$ cat src/hw/spcs_pkg.sv
`default_nettype none
package spcs_pkg;
  // Register indexes; byte address is four times the index
  localparam logic [2:0] IDX_RATE = 3'h0;
  localparam logic [2:0] IDX_MODE = 3'h1;
  localparam logic [2:0] IDX_IEN = 3'h2;
  localparam logic [2:0] IDX_FLAGS = 3'h3;
  localparam logic [2:0] IDX_DATA = 3'h4;
  localparam logic [7:0] RST_BYTE = 8'h00;
  // Bit positions
  localparam int RATE_EN = 0;
  localparam int RATE_SCK_PRESCALE_SEL = 1;
  localparam int RATE_DBL = 4;
  localparam int RATE_HOST = 5;
  localparam int RATE_DORD = 6;
  localparam int MODE_MODE = 0;
  localparam int MODE_SSD = 2;
  localparam int MODE_BUFFER_WAIT_RECEIVE = 6;
  localparam int MODE_BUFFER_MODE_ON = 7;
  localparam int IEN_IE = 0;
  localparam logic [7:0] IEN_MASK = 8'hF1;
  localparam int FLG_OVF = 0;
  localparam int FLG_SELECT_TRIG_FLAG = 4;
  localparam int FLG_DRE = 5;
  localparam int FLG_TXC = 6;
  localparam int FLG_RXC = 7;
  localparam int FLG_WCOL = 6;
  localparam int FLG_IF = 7;
  // Peripheral clock divisors per prescale code
  localparam logic [7:0] DIV_4 = 8'h04;
  localparam logic [7:0] DIV_16 = 8'h10;
  localparam logic [7:0] DIV_64 = 8'h40;
  localparam logic [7:0] DIV_128 = 8'h80;
  localparam logic [4:0] EDGES_PER_BYTE = 5'h10;
  localparam logic [2:0] LAST_BIT = 3'h7;
endpackage
`default_nettype wire

$ cat src/hw/spcs_top.sv
// Notes on behaviour
// - Clock-double set in host mode halves the SCK period.
// - Host SCK is peripheral clock divided by 4, 16, 64 or 128.
// - Client mode ignores prescale and double; SCK comes from outside.
// - Unit runs only while the enable bit is one.
// - Buffer mode adds two receive bytes, one transmit byte, own flags.
// - Wait-for-receive clear: buffered byte enters shifter only after a transfer.
// - Wait-for-receive set: first write while enabled, select high, loads shifter.
// - Select-disable set keeps host mode despite select low.
// - Mode bits choose leading edge direction and sample or setup.
// - SCK idles low for rising leading edge, high for falling.
// - Buffer-mode enables work and read back only in buffer mode.
// - Normal mode: enable bit zero gates transfer flag onto interrupt.
// - Normal transfer flag sets after a full byte shifts.
// - Normal transfer flag also sets when host sees select driven low.
// - Transfer flag clears on vector acknowledge, or flags read then data access.
// - Write collision sets when data written mid-byte.
// - Write collision clears by flags read then data access.
// - Receive-complete flag shows unread data in the receive buffer.
// - Writing one to receive-complete flag empties buffer and clears it.
// - Transfer-complete sets when shifter done and buffer empty; write one clears.
// - Flag register layout follows buffer mode setting.
// - Interrupt stays high while any enabled flag is set.
// - Select low in host mode without disable drops host and sets flag.
// - Data-empty flag shows empty transmit buffer; data write clears it.
// - Select-trigger flag sets on host select fault; write one clears.
//
// Local design decision: register access over APB.
`timescale 1ns/1ns
`default_nettype none
module spcs_top #(
  parameter int ADDR_W = 8
) (
  // Clock, reset, enable
  input wire logic i_clk,
  input wire logic i_rstn,
  input wire logic i_ce,
  // APB slave
  input wire logic i_psel,
  input wire logic i_penable,
  input wire logic i_pwrite,
  input wire logic [ADDR_W-1:0] i_paddr,
  input wire logic [31:0] i_pwdata,
  output logic [31:0] o_prdata,
  output logic o_pready,
  output logic o_pslverr,
  // Interrupt
  input wire logic i_irq_ack,
  output logic o_irq,
  // Serial link
  input wire logic i_sck,
  input wire logic i_mosi,
  input wire logic i_miso,
  input wire logic i_ss_n,
  input wire logic i_ss_is_input,
  output logic o_sck,
  output logic o_sck_oe,
  output logic o_mosi,
  output logic o_mosi_oe,
  output logic o_miso,
  output logic o_miso_oe
);
  if (ADDR_W < 5) $error("ADDR_W too small for register map");

  typedef struct packed {
    logic en, host, dbl, dord;
    logic [1:0] sck_prescale_sel;
    logic buffer_mode_on, buffer_wait_receive, select_line_disable;
    logic [1:0] mode;
    logic [7:0] ien;
    logic iflag, wcol, txc, select_trig_flag, ovf, arm_if, arm_wcol;
    logic [7:0] txb;
    logic txf, primed;
    logic [7:0] rxa, rxb;
    logic [1:0] rxn;
    logic [7:0] sr;
    logic busy;
    logic [4:0] edges;
    logic [2:0] bits;
    logic [6:0] div;
    logic sck, sck_q, dout;
    logic sck_oe, mosi_oe, miso_oe, irq, pready, pslverr;
    logic [7:0] prdata;
  } spcs_state_type;

  spcs_state_type s, n;

  function automatic logic [6:0] half_cycles(input logic [1:0] p, input logic d);
    logic [7:0] h;
    unique case (p)
      2'h0: h = spcs_pkg::DIV_4 >> 1;
      2'h1: h = spcs_pkg::DIV_16 >> 1;
      2'h2: h = spcs_pkg::DIV_64 >> 1;
      2'h3: h = spcs_pkg::DIV_128 >> 1;
    endcase
    if (d)
      h = h >> 1;
    return h[6:0] - 7'h01;
  endfunction

  function automatic logic out_bit(input logic [7:0] r, input logic lsb);
    return lsb ? r[0] : r[7];
  endfunction

  function automatic logic [7:0] shift_in(input logic [7:0] r, input logic b, input logic lsb);
    return lsb ? {b, r[7:1]} : {r[6:0], b};
  endfunction

  logic acc, wr, rd, hit, act, done, fault, lead, smp;
  logic [2:0] idx;
  logic [7:0] wd, rmux, got;

  always_comb
  begin
    n = s;
    done = 1'b0;
    lead = 1'b0;
    smp = 1'b0;
    // Received byte as it stands at the last edge, before any buffered reload
    got = s.sr;
    idx = i_paddr[4:2];
    wd = i_pwdata[7:0];
    acc = i_psel & i_penable & s.pready;
    wr = acc & i_pwrite;
    rd = acc & ~i_pwrite;
    hit = (i_paddr[1:0] == 2'h0) && (idx <= spcs_pkg::IDX_DATA)
      && ((i_paddr >> 5) == '0);
    act = s.busy | (s.bits != 3'h0);
    fault = s.en & s.host & i_ss_is_input & ~i_ss_n & ~s.select_line_disable;
    n.sck_q = i_sck;

    // Shift engine
    if (!s.en)
    begin
      n.busy = 1'b0;
      n.bits = 3'h0;
      n.sck = s.mode[1];
    end
    else if (s.host)
    begin
      if (s.busy)
      begin
        if (s.div != 7'h00)
          n.div = s.div - 7'h01;
        else
        begin
          n.div = half_cycles(s.sck_prescale_sel, s.dbl);
          n.sck = ~s.sck;
          lead = ~s.edges[0];
          smp = lead ^ s.mode[0];
          if (smp)
            n.sr = shift_in(s.sr, i_miso, s.dord);
          else
            n.dout = out_bit(s.sr, s.dord);
          n.edges = s.edges + 5'h01;
          if (n.edges == spcs_pkg::EDGES_PER_BYTE)
          begin
            n.busy = 1'b0;
            done = 1'b1;
            got = n.sr;
          end
        end
      end
      else
      begin
        n.sck = s.mode[1];
        if (s.buffer_mode_on && s.txf)
        begin
          n.sr = s.txb;
          n.dout = out_bit(s.txb, s.dord);
          n.txf = 1'b0;
          n.busy = 1'b1;
          n.edges = 5'h00;
          n.div = half_cycles(s.sck_prescale_sel, s.dbl);
        end
      end
    end
    else if (i_ss_n)
    begin
      // Deselect aborts a partial byte
      n.bits = 3'h0;
      n.dout = out_bit(s.sr, s.dord);
    end
    else if (i_sck != s.sck_q)
    begin
      lead = i_sck != s.mode[1];
      smp = lead ^ s.mode[0];
      if (smp)
      begin
        n.sr = shift_in(s.sr, i_mosi, s.dord);
        n.bits = s.bits + 3'h1;
        if (s.bits == spcs_pkg::LAST_BIT)
        begin
          done = 1'b1;
          got = n.sr;
          n.primed = 1'b0;
          if (s.buffer_mode_on && s.txf)
          begin
            n.sr = s.txb;
            n.txf = 1'b0;
          end
        end
      end
      else
        n.dout = out_bit(s.sr, s.dord);
    end

    // Register writes and access side effects
    if (wr && hit)
    begin
      unique case (idx)
        spcs_pkg::IDX_RATE:
        begin
          n.en = wd[spcs_pkg::RATE_EN];
          n.sck_prescale_sel = wd[spcs_pkg::RATE_SCK_PRESCALE_SEL +: 2];
          n.dbl = wd[spcs_pkg::RATE_DBL];
          n.host = wd[spcs_pkg::RATE_HOST];
          n.dord = wd[spcs_pkg::RATE_DORD];
        end
        spcs_pkg::IDX_MODE:
        begin
          n.mode = wd[spcs_pkg::MODE_MODE +: 2];
          n.select_line_disable = wd[spcs_pkg::MODE_SSD];
          n.buffer_wait_receive = wd[spcs_pkg::MODE_BUFFER_WAIT_RECEIVE];
          n.buffer_mode_on = wd[spcs_pkg::MODE_BUFFER_MODE_ON];
        end
        spcs_pkg::IDX_IEN: n.ien = wd & spcs_pkg::IEN_MASK;
        spcs_pkg::IDX_FLAGS:
          if (s.buffer_mode_on)
          begin
            if (wd[spcs_pkg::FLG_RXC])
              n.rxn = 2'h0;
            if (wd[spcs_pkg::FLG_TXC])
              n.txc = 1'b0;
            if (wd[spcs_pkg::FLG_SELECT_TRIG_FLAG])
              n.select_trig_flag = 1'b0;
            if (wd[spcs_pkg::FLG_OVF])
              n.ovf = 1'b0;
          end
        default:
          if (!s.buffer_mode_on)
          begin
            if (act)
              n.wcol = 1'b1;
            else
            begin
              n.sr = wd;
              n.dout = out_bit(wd, s.dord);
              if (s.en && s.host)
              begin
                n.busy = 1'b1;
                n.edges = 5'h00;
                n.div = half_cycles(s.sck_prescale_sel, s.dbl);
              end
            end
          end
          else if (s.buffer_wait_receive && s.en && !s.host && i_ss_n && !act && !s.primed && !s.txf)
          begin
            n.sr = wd;
            n.dout = out_bit(wd, s.dord);
            n.primed = 1'b1;
          end
          else
          begin
            n.txb = wd;
            n.txf = 1'b1;
          end
      endcase
    end
    if (rd && hit && idx == spcs_pkg::IDX_FLAGS && !s.buffer_mode_on)
    begin
      n.arm_if = s.iflag;
      n.arm_wcol = s.wcol;
    end
    if (acc && hit && idx == spcs_pkg::IDX_DATA)
    begin
      if (!s.buffer_mode_on)
      begin
        if (s.arm_if)
          n.iflag = 1'b0;
        // A colliding write in the same access keeps the flag set
        if (s.arm_wcol && !(wr && act))
          n.wcol = 1'b0;
        n.arm_if = 1'b0;
        n.arm_wcol = 1'b0;
      end
      else if (rd)
      begin
        n.ovf = 1'b0;
        if (s.rxn != 2'h0)
        begin
          n.rxa = s.rxb;
          n.rxn = s.rxn - 2'h1;
        end
      end
    end
    if (i_irq_ack && !s.buffer_mode_on)
      n.iflag = 1'b0;

    // Hardware sets come last so they win over clears
    if (done)
    begin
      if (!s.buffer_mode_on)
      begin
        n.rxa = got;
        n.iflag = 1'b1;
      end
      else
      begin
        unique case (n.rxn)
          2'h0: n.rxa = got;
          2'h1: n.rxb = got;
          default: n.ovf = 1'b1;
        endcase
        if (n.rxn != 2'h2)
          n.rxn = n.rxn + 2'h1;
        if (!s.txf)
          n.txc = 1'b1;
      end
    end
    if (fault)
    begin
      n.host = 1'b0;
      n.busy = 1'b0;
      if (s.buffer_mode_on)
        n.select_trig_flag = 1'b1;
      else
        n.iflag = 1'b1;
    end

    // APB answer, one wait state
    n.pready = i_psel & i_penable & ~s.pready;
    n.pslverr = n.pready & ~hit;
    unique case (idx)
      spcs_pkg::IDX_RATE: rmux = {1'b0, s.dord, s.host, s.dbl, 1'b0, s.sck_prescale_sel, s.en};
      spcs_pkg::IDX_MODE: rmux = {s.buffer_mode_on, s.buffer_wait_receive, 3'h0, s.select_line_disable, s.mode};
      spcs_pkg::IDX_IEN: rmux = s.buffer_mode_on ? s.ien : {7'h00, s.ien[spcs_pkg::IEN_IE]};
      spcs_pkg::IDX_FLAGS: rmux = s.buffer_mode_on
        ? {s.rxn != 2'h0, s.txc, ~s.txf, s.select_trig_flag, 3'h0, s.ovf}
        : {s.iflag, s.wcol, 6'h00};
      spcs_pkg::IDX_DATA: rmux = s.rxa;
      default: rmux = spcs_pkg::RST_BYTE;
    endcase
    if (n.pready)
      n.prdata = hit ? rmux : spcs_pkg::RST_BYTE;

    // Pin enables and interrupt
    n.sck_oe = n.en & n.host;
    n.mosi_oe = n.en & n.host;
    n.miso_oe = n.en & ~n.host & ~i_ss_n;
    if (n.buffer_mode_on)
      n.irq = |(n.ien[7:4] & {n.rxn != 2'h0, n.txc, ~n.txf, n.select_trig_flag});
    else
      n.irq = n.ien[spcs_pkg::IEN_IE] & n.iflag;
  end

  always_ff @(posedge i_clk)
  begin
    if (!i_rstn)
      s <= '0;
    else if (i_ce)
      s <= n;
  end

  assign o_prdata = {24'h000000, s.prdata};
  assign o_pready = s.pready;
  assign o_pslverr = s.pslverr;
  assign o_irq = s.irq;
  assign o_sck = s.sck;
  assign o_sck_oe = s.sck_oe;
  assign o_mosi = s.dout;
  assign o_mosi_oe = s.mosi_oe;
  assign o_miso = s.dout;
  assign o_miso_oe = s.miso_oe;
endmodule
`default_nettype wire

$ cat config.mk
export PLATFORM = sky130hd
export DESIGN_NAME = spcs_top
export DESIGN_NICKNAME = d
export VERILOG_FILES = /design/src/hw/spcs_pkg.sv /design/src/hw/spcs_top.sv
export SDC_FILE = /design/constraint.sdc
export NUM_CORES = 1
export LEC_CHECK = 0
export BUFFER_PORTS_ARGS = -buffer_cell sky130_fd_sc_hd__buf_2
export CAP_MARGIN = 25
export CORE_MARGIN = 8
export CORE_UTILIZATION = 55
export CTS_BUF_LIST = sky130_fd_sc_hd__clkbuf_16
export DETAILED_ROUTE_END_ITERATION = 7
export PLACE_DENSITY_LB_ADDON = 0.05
export SLEW_MARGIN = 5
export SYNTH_ARGS = -nofsm -noshare
export SYNTH_HDL_FRONTEND = slang
export SYNTH_SLANG_ARGS = --single-unit
$ cat constraint.sdc
create_clock -name i_clk -period 3.7 [get_ports i_clk]
set_input_delay 0.185 -clock i_clk [delete_from_list [all_inputs] [get_ports i_clk]]
set_output_delay 0.185 -clock i_clk [all_outputs]
set_load 0.05 [all_outputs]
==> out/qor.txt, run 1 <==
Status -> completed
Switching share of power -> 26.9%
Number of I/O port buffers -> 44
Ys Warns -> 0
Reg2reg start -> o_pready$_SDFFE_PN0P_
TritonCTS clock tree -> done
Sequential-to-total area share from yosys stat -> 29.4%
Non-Filler Instances -> 967
Pint -> 1.62 mW
Detailed-route via count -> 6,180
Share of cells above drive strength 1 -> 13.8%
Worst-path fanout max -> 13
FF-to-FF setup slack -> 0.46 ns
Sequential share of power -> 44.8%
Wire length per cell -> 20.6 microns
Minimum clock period -> 3.24 ns
DRC Markers -> 0
Yosys top cell area share -> 29.4%
Nets -> 882
Maximum vdd drop -> 0.000294 V
Row cnt -> 38
Post-CTS setup buffer count -> 0
Most common library cells after synthesis -> nor2_1, dfxtp_1, nand2_1
Netlist cell types -> 81
Lkg Pwr -> 2.57 nW
Worst Reg-to-Reg Cells -> 13
Final Worst Setup Slack -> 0.464 ns
Least-Margin Pin Slew -> 0.958 ns
Largest net degree at the start of global routing -> 49
Gate Count Post-Synth -> 810
Area leader, netlist -> dfxtp_1
Setup crit end kind -> register
Placed cells -> 951
Sink of the worst hold path -> s[64]$_SDFFE_PN0P_
IO Count -> 93
Critical Path RT -> 3.95 ns
Post-Layout Inst Area -> 0.00669 sq mm
Die ar. -> 0.0149 sq mm
Final Skew -> 0.00503 ns
Post-synth EDFFs -> 0
Fin util -> 61.1%
End of the worst register-to-register path -> s[55]$_SDFFE_PN0P_
Worst EP arrival -> 3.49 ns
RSZ-0062 raised after global routing -> false
Hold_sp -> i_pwdata[3]
Final wirelength -> 19,900 microns
Clk Latency, worst-skew pair -> 0.36 ns
Die height -> 122 microns
Initial core utilization -> 56.6%
Power consumption -> 2.22 mW
Mapped cell area -> 0.00619 sq mm
Max-capacitance violation count -> 0
Worst slew margin -> 35.9%
Pre-antenna DRT Iters -> 6
WHS -> 0.0869 ns
Max-slew violation count -> 0
# resized after CTS -> 0
Avg Vias per Cell -> 6.39
Overall Global Routing Usage -> 26.4%
Fmax achieved -> 309 MHz
Switching Power -> 0.595 mW
Primary FF master, synth -> dfxtp_1
Placed inst area -> 0.00637 sq mm
Total CTS buffers -> 9
Cell with the most instances after synthesis -> nor2_1
Logic gate share of total power -> 9.6%
Final setup vio count -> 0
Hpwl dp -> 14,200 microns
Post-route ant nets -> 0
Startpoint types -> register
Root buffer cell -> clkbuf_16
Total clock sinks -> 91
Pwr dens -> 331 mW/mm^2
Hold depth -> 3
Top cells by area, synth -> dfxtp_1, mux2i_1, nor2_1, nand2_1, a21oi_1
Setup Slack @ Placement -> 0.490 ns
Syn_area_per_cell -> 7.64 sq um
CORE AREA -> 0.0109 sq mm
Fin Setup TNS -> 0 ns
Vias in the first global route -> 5,664
Hold Path Class -> in -> reg
CTS max path bufs -> 2
Total grt overflow -> 0
Die span in x -> 122 microns
Post-synth ARST share -> 0%
Final Wtd Congestion -> 0.951
First-pass GRT wire length -> 31,000 microns
Yosys reg bits -> 91
WS Path Type -> reg -> reg
CTS Hold Bufs -> 0
Period Utilization, post-route -> 87.5%
Clock group share of total power -> 45.6%
DR iter-0 viols -> 755
Clk slew on worst S/H paths -> 0.07 ns
Hold Violations, Final -> 0
P&R area growth vs syn -> 7.98%
ANT cells -> 0
Antenna violations before repair -> 0
H-tree levels -> 3
==> cells in the final DEF, fill, tap and decap left out, types with 4 or more instances in the layout <==
master	n
dfxtp_1	91
nor3b_1	4
nand2_1	78
a22oi_1	14
nand3_1	30
nand4_1	6
nor3_1	25
buf_4	22
and3_1	9
o211ai_1	14
or4_1	5
mux2_2	9
conb_1	24
a32oi_1	7
o31ai_1	6
clkbuf_16	9
o22ai_1	4
o2bb2ai_1	4
o31a_1	6
o21ai_0	50
a221oi_1	4
nor4b_1	4
buf_2	44
and2_1	7
nand2b_1	7
mux2i_1	50
inv_1	24
nor2_1	93
nor4_2	4
ha_1	8
nor2b_1	10
a211oi_1	9
a21oi_1	58
a21o_1	5
a31oi_1	11
==> layout make-up <==
type                    instances  area, sq um
clock buffers                   9          225
flip-flops and latches         91         1820
fillers                      1008         4250
repair buffers                 66          385
well taps                     140          175
clock inverters                 7         90.1
multi-input cells             628         3890
inverters                      26         97.6
==> cell families after synthesis <==
| kind of cell | share of synthesized area [%] |
|---|---|
| fa+ha+maj | 1.62 |
| xor+xnor | 0.424 |
| compound gates | 24.3 |
| buf+inv | 9.13 |
| simple gates | 25.4 |
| mux | 9.72 |
| other cells | 0.0606 |
| flops | 29.4 |
==> sequential cells by signal (all words and copies together), names as in the netlist <==
name and flops:
o_irq 1, o_miso 1, o_miso_oe 1, o_mosi_oe 1, o_prdata 8, o_pready 1
o_pslverr 1, o_sck 1, s 76
==> power by group through the flow <==
stage	Combinational [mW]	Clock (mW)	Sequential (mW)
floorplan	0.167	0	1.02
global placement	0.206	0	1.01
detailed placement	0.209	0	1.01
CTS	0.209	1.01	0.992
global route	0.226	1.05	0.992
finish	0.214	1.01	0.992
==> how the worst max path moves through the flow <==
stage,slack (ns),depth (start not counted),to,startpoint
detailed placement,0.49,14,s[54]$_SDFFE_PN0P_,i_paddr[1]
floorplan,0.51,13,s[52]$_SDFFE_PN0P_,o_pready$_SDFFE_PN0P_
finish,0.46,13,s[55]$_SDFFE_PN0P_,o_pready$_SDFFE_PN0P_
global placement,0.54,14,s[55]$_SDFFE_PN0P_,i_paddr[1]
global route,0.20,13,s[54]$_SDFFE_PN0P_,o_pready$_SDFFE_PN0P_
CTS,0.52,13,s[55]$_SDFFE_PN0P_,o_pready$_SDFFE_PN0P_
==> critical path, cell delays in order (launching register included) <==
cell,delay (ns)
dfxtp_1,0.38
nor4b_1,0.35
nand4_1,0.33
nor3b_1,0.31
a21o_1,0.15
inv_1,0.05
ha_1,0.20
nor2b_1,0.21
nor4_1,0.07
a31oi_1,0.33
nor2_1,0.07
buf_4,0.19
o32a_1,0.32
and3_1,0.17
==> per-layer routing <==
metal	vias up	share of wire, %	global-route usage, %
li1	2903	-	-
met1	2951	44	35.8
met2	288	44	39.8
met3	38	8.9	6.11
met4	0	2.7	10.6
met5	-	0	0
Power figures use the tool's default switching activity.
==> inputs of run 2 (changes only) <==
--- a/config.mk
+++ b/config.mk
@@ -8,10 +8,11 @@
 export BUFFER_PORTS_ARGS = -buffer_cell sky130_fd_sc_hd__buf_2
 export CAP_MARGIN = 25
 export CORE_MARGIN = 8
-export CORE_UTILIZATION = 55
+export CORE_UTILIZATION = 30
 export CTS_BUF_LIST = sky130_fd_sc_hd__clkbuf_16
 export DETAILED_ROUTE_END_ITERATION = 7
 export PLACE_DENSITY_LB_ADDON = 0.05
+export SKIP_LAST_GASP = 1
 export SLEW_MARGIN = 5
 export SYNTH_ARGS = -nofsm -noshare
 export SYNTH_HDL_FRONTEND = slang
==> run 2 against run 1 <==
Effect of this change: worst setup slack better by 0.013 ns; critical path depth unchanged; fmax is 0.41% higher; critical path type unchanged; register-to-register slack barely moved; non-clock buffer count increased by 10; die area up 71%; core utilization fell by 27 points; largest cell class unchanged; via count is 1.1% lower; combinational power barely moved; count of clock-buffer cells in the layout did not move.
==> out/qor.txt, run 2 (synthesized netlist as in run 1, its figures left out) <==
Share of cells above drive strength 1 -> 14.8% (was 13.8%)
DR iter-0 viols -> 417 (was 755)
Crit-path leading delay family -> simple AND/OR/NAND/NOR gates (unchanged)
Hpwl dp -> 17,000 microns (was 14,200 microns)
Nets -> 892 (was 882)
Antenna violations before repair -> 0 (unchanged)
Die ar. -> 0.0255 sq mm (was 0.0149 sq mm)
Setup Slack @ Placement -> 0.426 ns (was 0.490 ns)
Commonest non-fill, non-tap cells in the layout -> nor2_1, dfxtp_1, nand2_1 (unchanged)
Fin util -> 34.2% (was 61.1%)
Non-Filler Instances -> 1,107 (was 967)
Number of I/O port buffers -> 44 (unchanged)
Minimum clock period -> 3.22 ns (was 3.24 ns)
Die height -> 160 microns (was 122 microns)
Period Utilization, post-route -> 87.1% (was 87.5%)
WHS -> 0.0839 ns (was 0.0869 ns)
Status -> completed (unchanged)
First-pass GRT wire length -> 35,700 microns (was 31,000 microns)
Hold Violations, Final -> 0 (unchanged)
H-tree levels -> 3 (unchanged)
TritonCTS clock tree -> done (unchanged)
Cell Chain, Critical Path -> nor4b_1, nand4_1, nor3b_1, a21o_1, inv_1, ha_1, nor2b_1, nor4_1, a31oi_1, nor2_1, buf_4, o32a_1, and3_1 (unchanged)
Final Skew -> 0.0107 ns (was 0.00503 ns)
Detailed-route via count -> 6,109 (was 6,180)
P&R area growth vs syn -> 11.8% (was 7.98%)
# resized after CTS -> 0 (unchanged)
Post-route ant nets -> 0 (unchanged)
Power consumption -> 2.19 mW (was 2.22 mW)
Root buffer cell -> clkbuf_16 (unchanged)
Multi-input gate area -> 0.00389 sq mm (unchanged)
Pwr dens -> 317 mW/mm^2 (was 331 mW/mm^2)
Clk Latency, worst-skew pair -> 0.36 ns (about the same)
Placed cells -> 1,089 (was 951)
Final Wtd Congestion -> 0.855 (was 0.951)
Lkg Pwr -> 2.61 nW (was 2.57 nW)
Worst-path fanout max -> 13 (unchanged)
Total clock sinks -> 91 (unchanged)
Max reg flops -> 76 (unchanged)
Post-Layout Inst Area -> 0.00692 sq mm (was 0.00669 sq mm)
WS Path Type -> reg -> reg (unchanged)
Least-Margin Pin Slew -> 1.00 ns (was 0.958 ns)
Overall Global Routing Usage -> 17.7% (was 26.4%)
Startpoint types -> register (unchanged)
Post-CTS setup buffer count -> 0 (unchanged)
CORE AREA -> 0.0202 sq mm (was 0.0109 sq mm)
Critical path's slowest cell -> dfxtp_1 (unchanged)
Pre-antenna DRT Iters -> 7 (was 6)
CP peak stage delay -> 0.39 ns (was 0.38 ns)
Largest net degree at the start of global routing -> 57 (was 49)
Setup crit end kind -> register (unchanged)
Total grt overflow -> 0 (unchanged)
Hold Path Class -> in -> reg (unchanged)
Seq. cell area -> 0.00182 sq mm (unchanged)
Avg Vias per Cell -> 5.52 (was 6.39)
Maximum vdd drop -> 0.000197 V (was 0.000294 V)
Fmax achieved -> 310 MHz (was 309 MHz)
Row cnt -> 52 (was 38)
Final setup vio count -> 0 (unchanged)
CTS max path bufs -> 2 (unchanged)
DRC Markers -> 0 (unchanged)
Vias in the first global route -> 5,946 (was 5,664)
Placed inst area -> 0.00659 sq mm (was 0.00637 sq mm)
Layout fillers -> 2,163 (was 1,008)
Total CTS buffers -> 9 (unchanged)
RSZ-0062 raised after global routing -> false (unchanged)
Worst slew margin -> 32.6% (was 35.9%)
Max-capacitance violation count -> 0 (unchanged)
IO Count -> 93 (unchanged)
CP bufs+invs -> 2 (unchanged)
Final wirelength -> 23,100 microns (was 19,900 microns)
Reg with most FFs -> s (unchanged)
Clk slew on worst S/H paths -> 0.08 ns (was 0.07 ns)
ANT cells -> 0 (unchanged)
Wire length per cell -> 20.9 microns (was 20.6 microns)
Final Worst Setup Slack -> 0.477 ns (was 0.464 ns)
Most common library cell in the layout ignoring fill and taps -> nor2_1 (unchanged)
Critical Path RT -> 3.96 ns (was 3.95 ns)
Worst EP arrival -> 3.48 ns (was 3.49 ns)
Fin Setup TNS -> 0 ns (unchanged)
Max-slew violation count -> 0 (unchanged)
Die span in x -> 160 microns (was 122 microns)
Initial core utilization -> 30.6% (was 56.6%)
CTS Hold Bufs -> 0 (unchanged)
-- run 2: power by group --
group          leakage, nW  switching [mW]  total (mW)  internal (mW)
combinational         1.73           0.170       0.217         0.0477
clock                0.140           0.447       0.976          0.529
sequential           0.734          0.0131       0.997          0.984
-- run 2: per-layer routing --
layer | vias up | routed length, microns | track usage [%]
met5 | - | 0 | 0
met4 | 0 | 523 | 6.82
met3 | 26 | 1270 | 2.24
met2 | 198 | 10300 | 27.4
met1 | 2947 | 11000 | 24.6
li1 | 2938 | - | -
-- run 2: worst paths after layout --
| path | startpoint | endpoint | slack, ns | cells after the start |
|---|---|---|---|---|
| setup / recovery | o_pready$_SDFFE_PN0P_ | s[55]$_SDFFE_PN0P_ | 0.48 | 13 |
| hold / removal | i_pwdata[3] | s[64]$_SDFFE_PN0P_ | 0.08 | 3 |
| setup reg to reg | o_pready$_SDFFE_PN0P_ | s[55]$_SDFFE_PN0P_ | 0.48 | 13 |
| hold reg to reg | s[43]$_SDFFE_PN0P_ | s[43]$_SDFFE_PN0P_ | 0.46 | 2 |
-- run 2: final cells by class --
cell class / instances / share of cell area (%)
repair buffers: 76 / 6.83
inverters: 26 / 1.41
well taps: 270 / 4.88
flip-flops and latches: 91 / 26.3
clock inverters: 7 / 1.08
clock buffers: 9 / 3.25
multi-input cells: 628 / 56.2
-- run 2: tightest hold or removal path, delay by kind of cell --
family                 cells  cell delay [ns]
multiplexers               1             0.06
AND/OR/NAND/NOR            1             0.07
buffers and inverters      1             0.09
==> inputs of run 3 (changes only) <==
==> constraint.sdc (replaced) <==
create_clock -name i_clk -period 3.7 [get_ports i_clk]
set_input_delay 0.74 -clock i_clk [delete_from_list [all_inputs] [get_ports i_clk]]
set_output_delay 0.74 -clock i_clk [all_outputs]
set_load 0.05 [all_outputs]
==> run 3 against run 2 <==
Effect of this change: sequential share of layout area fell by 0.16 points; first-iteration DRC count shrank 0.96%; fmax fell by 0.51%; critical path type is now in -> reg; highest routed layer unchanged; clock power hardly changed.
==> out/qor.txt, run 3 (synthesized netlist as in run 1, its figures left out) <==
Total CTS buffers -> 9 (unchanged)
Die span in x -> 160 microns (unchanged)
Overall Global Routing Usage -> 17.6% (was 17.7%)
Lkg Pwr -> 2.63 nW (was 2.61 nW)
Setup Slack @ Placement -> 0.100 ns (was 0.426 ns)
CP bufs+invs -> 3 (was 2)
P&R area growth vs syn -> 12.5% (was 11.8%)
Critical Path RT -> 3.95 ns (was 3.96 ns)
Total grt overflow -> 0 (unchanged)
Worst-path fanout max -> 13 (unchanged)
Switching share of power -> 28.8% (about the same)
Reg with most FFs -> s (unchanged)
Final wirelength -> 22,800 microns (was 23,100 microns)
Non-Filler Instances -> 1,114 (was 1,107)
Final Wtd Congestion -> 0.836 (was 0.855)
Number of I/O port buffers -> 44 (unchanged)
Maximum vdd drop -> 0.000207 V (was 0.000197 V)
Final Worst Setup Slack -> 0.460 ns (was 0.477 ns)
Fmax achieved -> 309 MHz (was 310 MHz)
CTS max path bufs -> 2 (unchanged)
Least-Margin Pin Slew -> 0.981 ns (was 1.00 ns)
Largest net degree at the start of global routing -> 54 (was 57)
Avg Vias per Cell -> 5.48 (was 5.52)
Hpwl dp -> 16,800 microns (was 17,000 microns)
Final setup vio count -> 0 (unchanged)
Clk Latency, worst-skew pair -> 0.36 ns (about the same)
# resized after CTS -> 0 (unchanged)
Worst slew margin -> 34.3% (was 32.6%)
Switching Power -> 0.632 mW (was 0.630 mW)
Setup crit end kind -> register (unchanged)
Pint -> 1.56 mW (about the same)
Critical path's slowest cell -> nor4b_1 (was dfxtp_1)
Row cnt -> 52 (unchanged)
Post-route ant nets -> 0 (unchanged)
DRC Markers -> 0 (unchanged)
Detailed-route via count -> 6,106 (was 6,109)
CTS Hold Bufs -> 0 (unchanged)
Antenna violations before repair -> 0 (unchanged)
Fin util -> 34.4% (was 34.2%)
First-pass GRT wire length -> 35,400 microns (was 35,700 microns)
TritonCTS clock tree -> done (unchanged)
Total clock sinks -> 91 (unchanged)
Power consumption -> 2.20 mW (was 2.19 mW)
Final Skew -> 0.00913 ns (was 0.0107 ns)
Die height -> 160 microns (unchanged)
WHS -> 0.458 ns (was 0.0839 ns)
Sequential share of power -> 45.5% (about the same)
Cell Chain, Critical Path -> buf_2, nor4b_1, nand4_1, nor3b_1, a21o_1, inv_1, ha_1, nor2b_1, nor4_1, a31oi_1, nor2_1, buf_4, o32a_1, and3_1 (was nor4b_1, nand4_1, nor3b_1, a21o_1, inv_1, ha_1, nor2b_1, nor4_1, a31oi_1, nor2_1, buf_4, o32a_1, and3_1)
Hold Violations, Final -> 0 (unchanged)
Initial core utilization -> 30.6% (unchanged)
Status -> completed (unchanged)
IO Count -> 93 (unchanged)
Wire length per cell -> 20.5 microns (was 20.9 microns)
Post-CTS setup buffer count -> 0 (unchanged)
H-tree levels -> 3 (unchanged)
Worst EP arrival -> 3.49 ns (was 3.48 ns)
RSZ-0062 raised after global routing -> false (unchanged)
Commonest non-fill, non-tap cells in the layout -> nor2_1, dfxtp_1, nand2_1 (unchanged)
Root buffer cell -> clkbuf_16 (unchanged)
Nets -> 899 (was 892)
Max-slew violation count -> 0 (unchanged)
Most common library cell in the layout ignoring fill and taps -> nor2_1 (unchanged)
Clock group share of total power -> 44.5% (about the same)
Startpoint types -> primary input (was register)
CORE AREA -> 0.0202 sq mm (unchanged)
Die ar. -> 0.0255 sq mm (unchanged)
ANT cells -> 0 (unchanged)
Max-capacitance violation count -> 0 (unchanged)
CP peak stage delay -> 0.39 ns (about the same)
Layout fillers -> 2,199 (was 2,163)
Vias in the first global route -> 6,020 (was 5,946)
Max reg flops -> 76 (unchanged)
Period Utilization, post-route -> 87.6% (was 87.1%)
Placed inst area -> 0.00666 sq mm (was 0.00659 sq mm)
Clk slew on worst S/H paths -> 0.07 ns (was 0.08 ns)
Share of cells above drive strength 1 -> 15.5% (was 14.8%)
Crit-path leading delay family -> simple AND/OR/NAND/NOR gates (unchanged)
Pwr dens -> 315 mW/mm^2 (was 317 mW/mm^2)
Post-Layout Inst Area -> 0.00696 sq mm (was 0.00692 sq mm)
Fin Setup TNS -> 0 ns (unchanged)
DR iter-0 viols -> 413 (was 417)
Hold Path Class -> reg -> reg (was in -> reg)
Placed cells -> 1,098 (was 1,089)
Minimum clock period -> 3.24 ns (was 3.22 ns)
Pre-antenna DRT Iters -> 5 (was 7)
Logic gate share of total power -> 10.0% (was 9.9%)
WS Path Type -> in -> reg (was reg -> reg)
run 3: changes by cell type in the layout (fill, tap and decap cells not counted):
cell and delta:
clkinv_4 +1, inv_6 -2, buf_12 -1, inv_8 +1
buf_4 +8
run 3: path summary, 6_finish.rpt:
kind	slack (ns)	cells after the start	to	start
worst max-delay path	0.46	14	s[54]$_SDFFE_PN0P_	i_paddr[1]
worst min-delay path	0.46	2	s[50]$_SDFFE_PN0P_	s[50]$_SDFFE_PN0P_
worst max register to register	0.59	8	s[44]$_SDFFE_PN0P_	s[27]$_SDFFE_PN0P_
worst min register to register	0.46	2	s[50]$_SDFFE_PN0P_	s[50]$_SDFFE_PN0P_
run 3: cell type report:
class                      instances  area (sq um)  area share (%)
clock inverter                     7          77.6            1.11
inverter                          26          97.6            1.40
clock buffer                       9           225            3.23
multi-input combinational        628          3890            55.9
timing repair buffer              83           513            7.37
tap                              270           338            4.85
sequential                        91          1820            26.2
run 3: power by group through the flow:
| stage | clock network (mW) | registers [mW] | logic (mW) |
|---|---|---|---|
| floorplan | 0 | 1.02 | 0.167 |
| global placement | 0 | 1.02 | 0.218 |
| detailed placement | 0 | 1.02 | 0.219 |
| CTS | 1.00 | 0.998 | 0.219 |
| global route | 1.03 | 0.999 | 0.235 |
| finish | 0.977 | 0.998 | 0.220 |
run 3: per-layer routing:
layer | track usage, % | vias up | share of wire [%]
met5 | 0 | - | 0
met4 | 4.63 | 0 | 1.5
met3 | 4.94 | 24 | 6.5
met2 | 27.9 | 206 | 45
met1 | 23.0 | 2920 | 47
li1 | - | 2956 | -
run 3: tightest hold or removal path, stage by stage, from the launching register on:
cell	delay, ns
dfxtp_1	0.31
nand2_1	0.05
a21oi_1	0.05
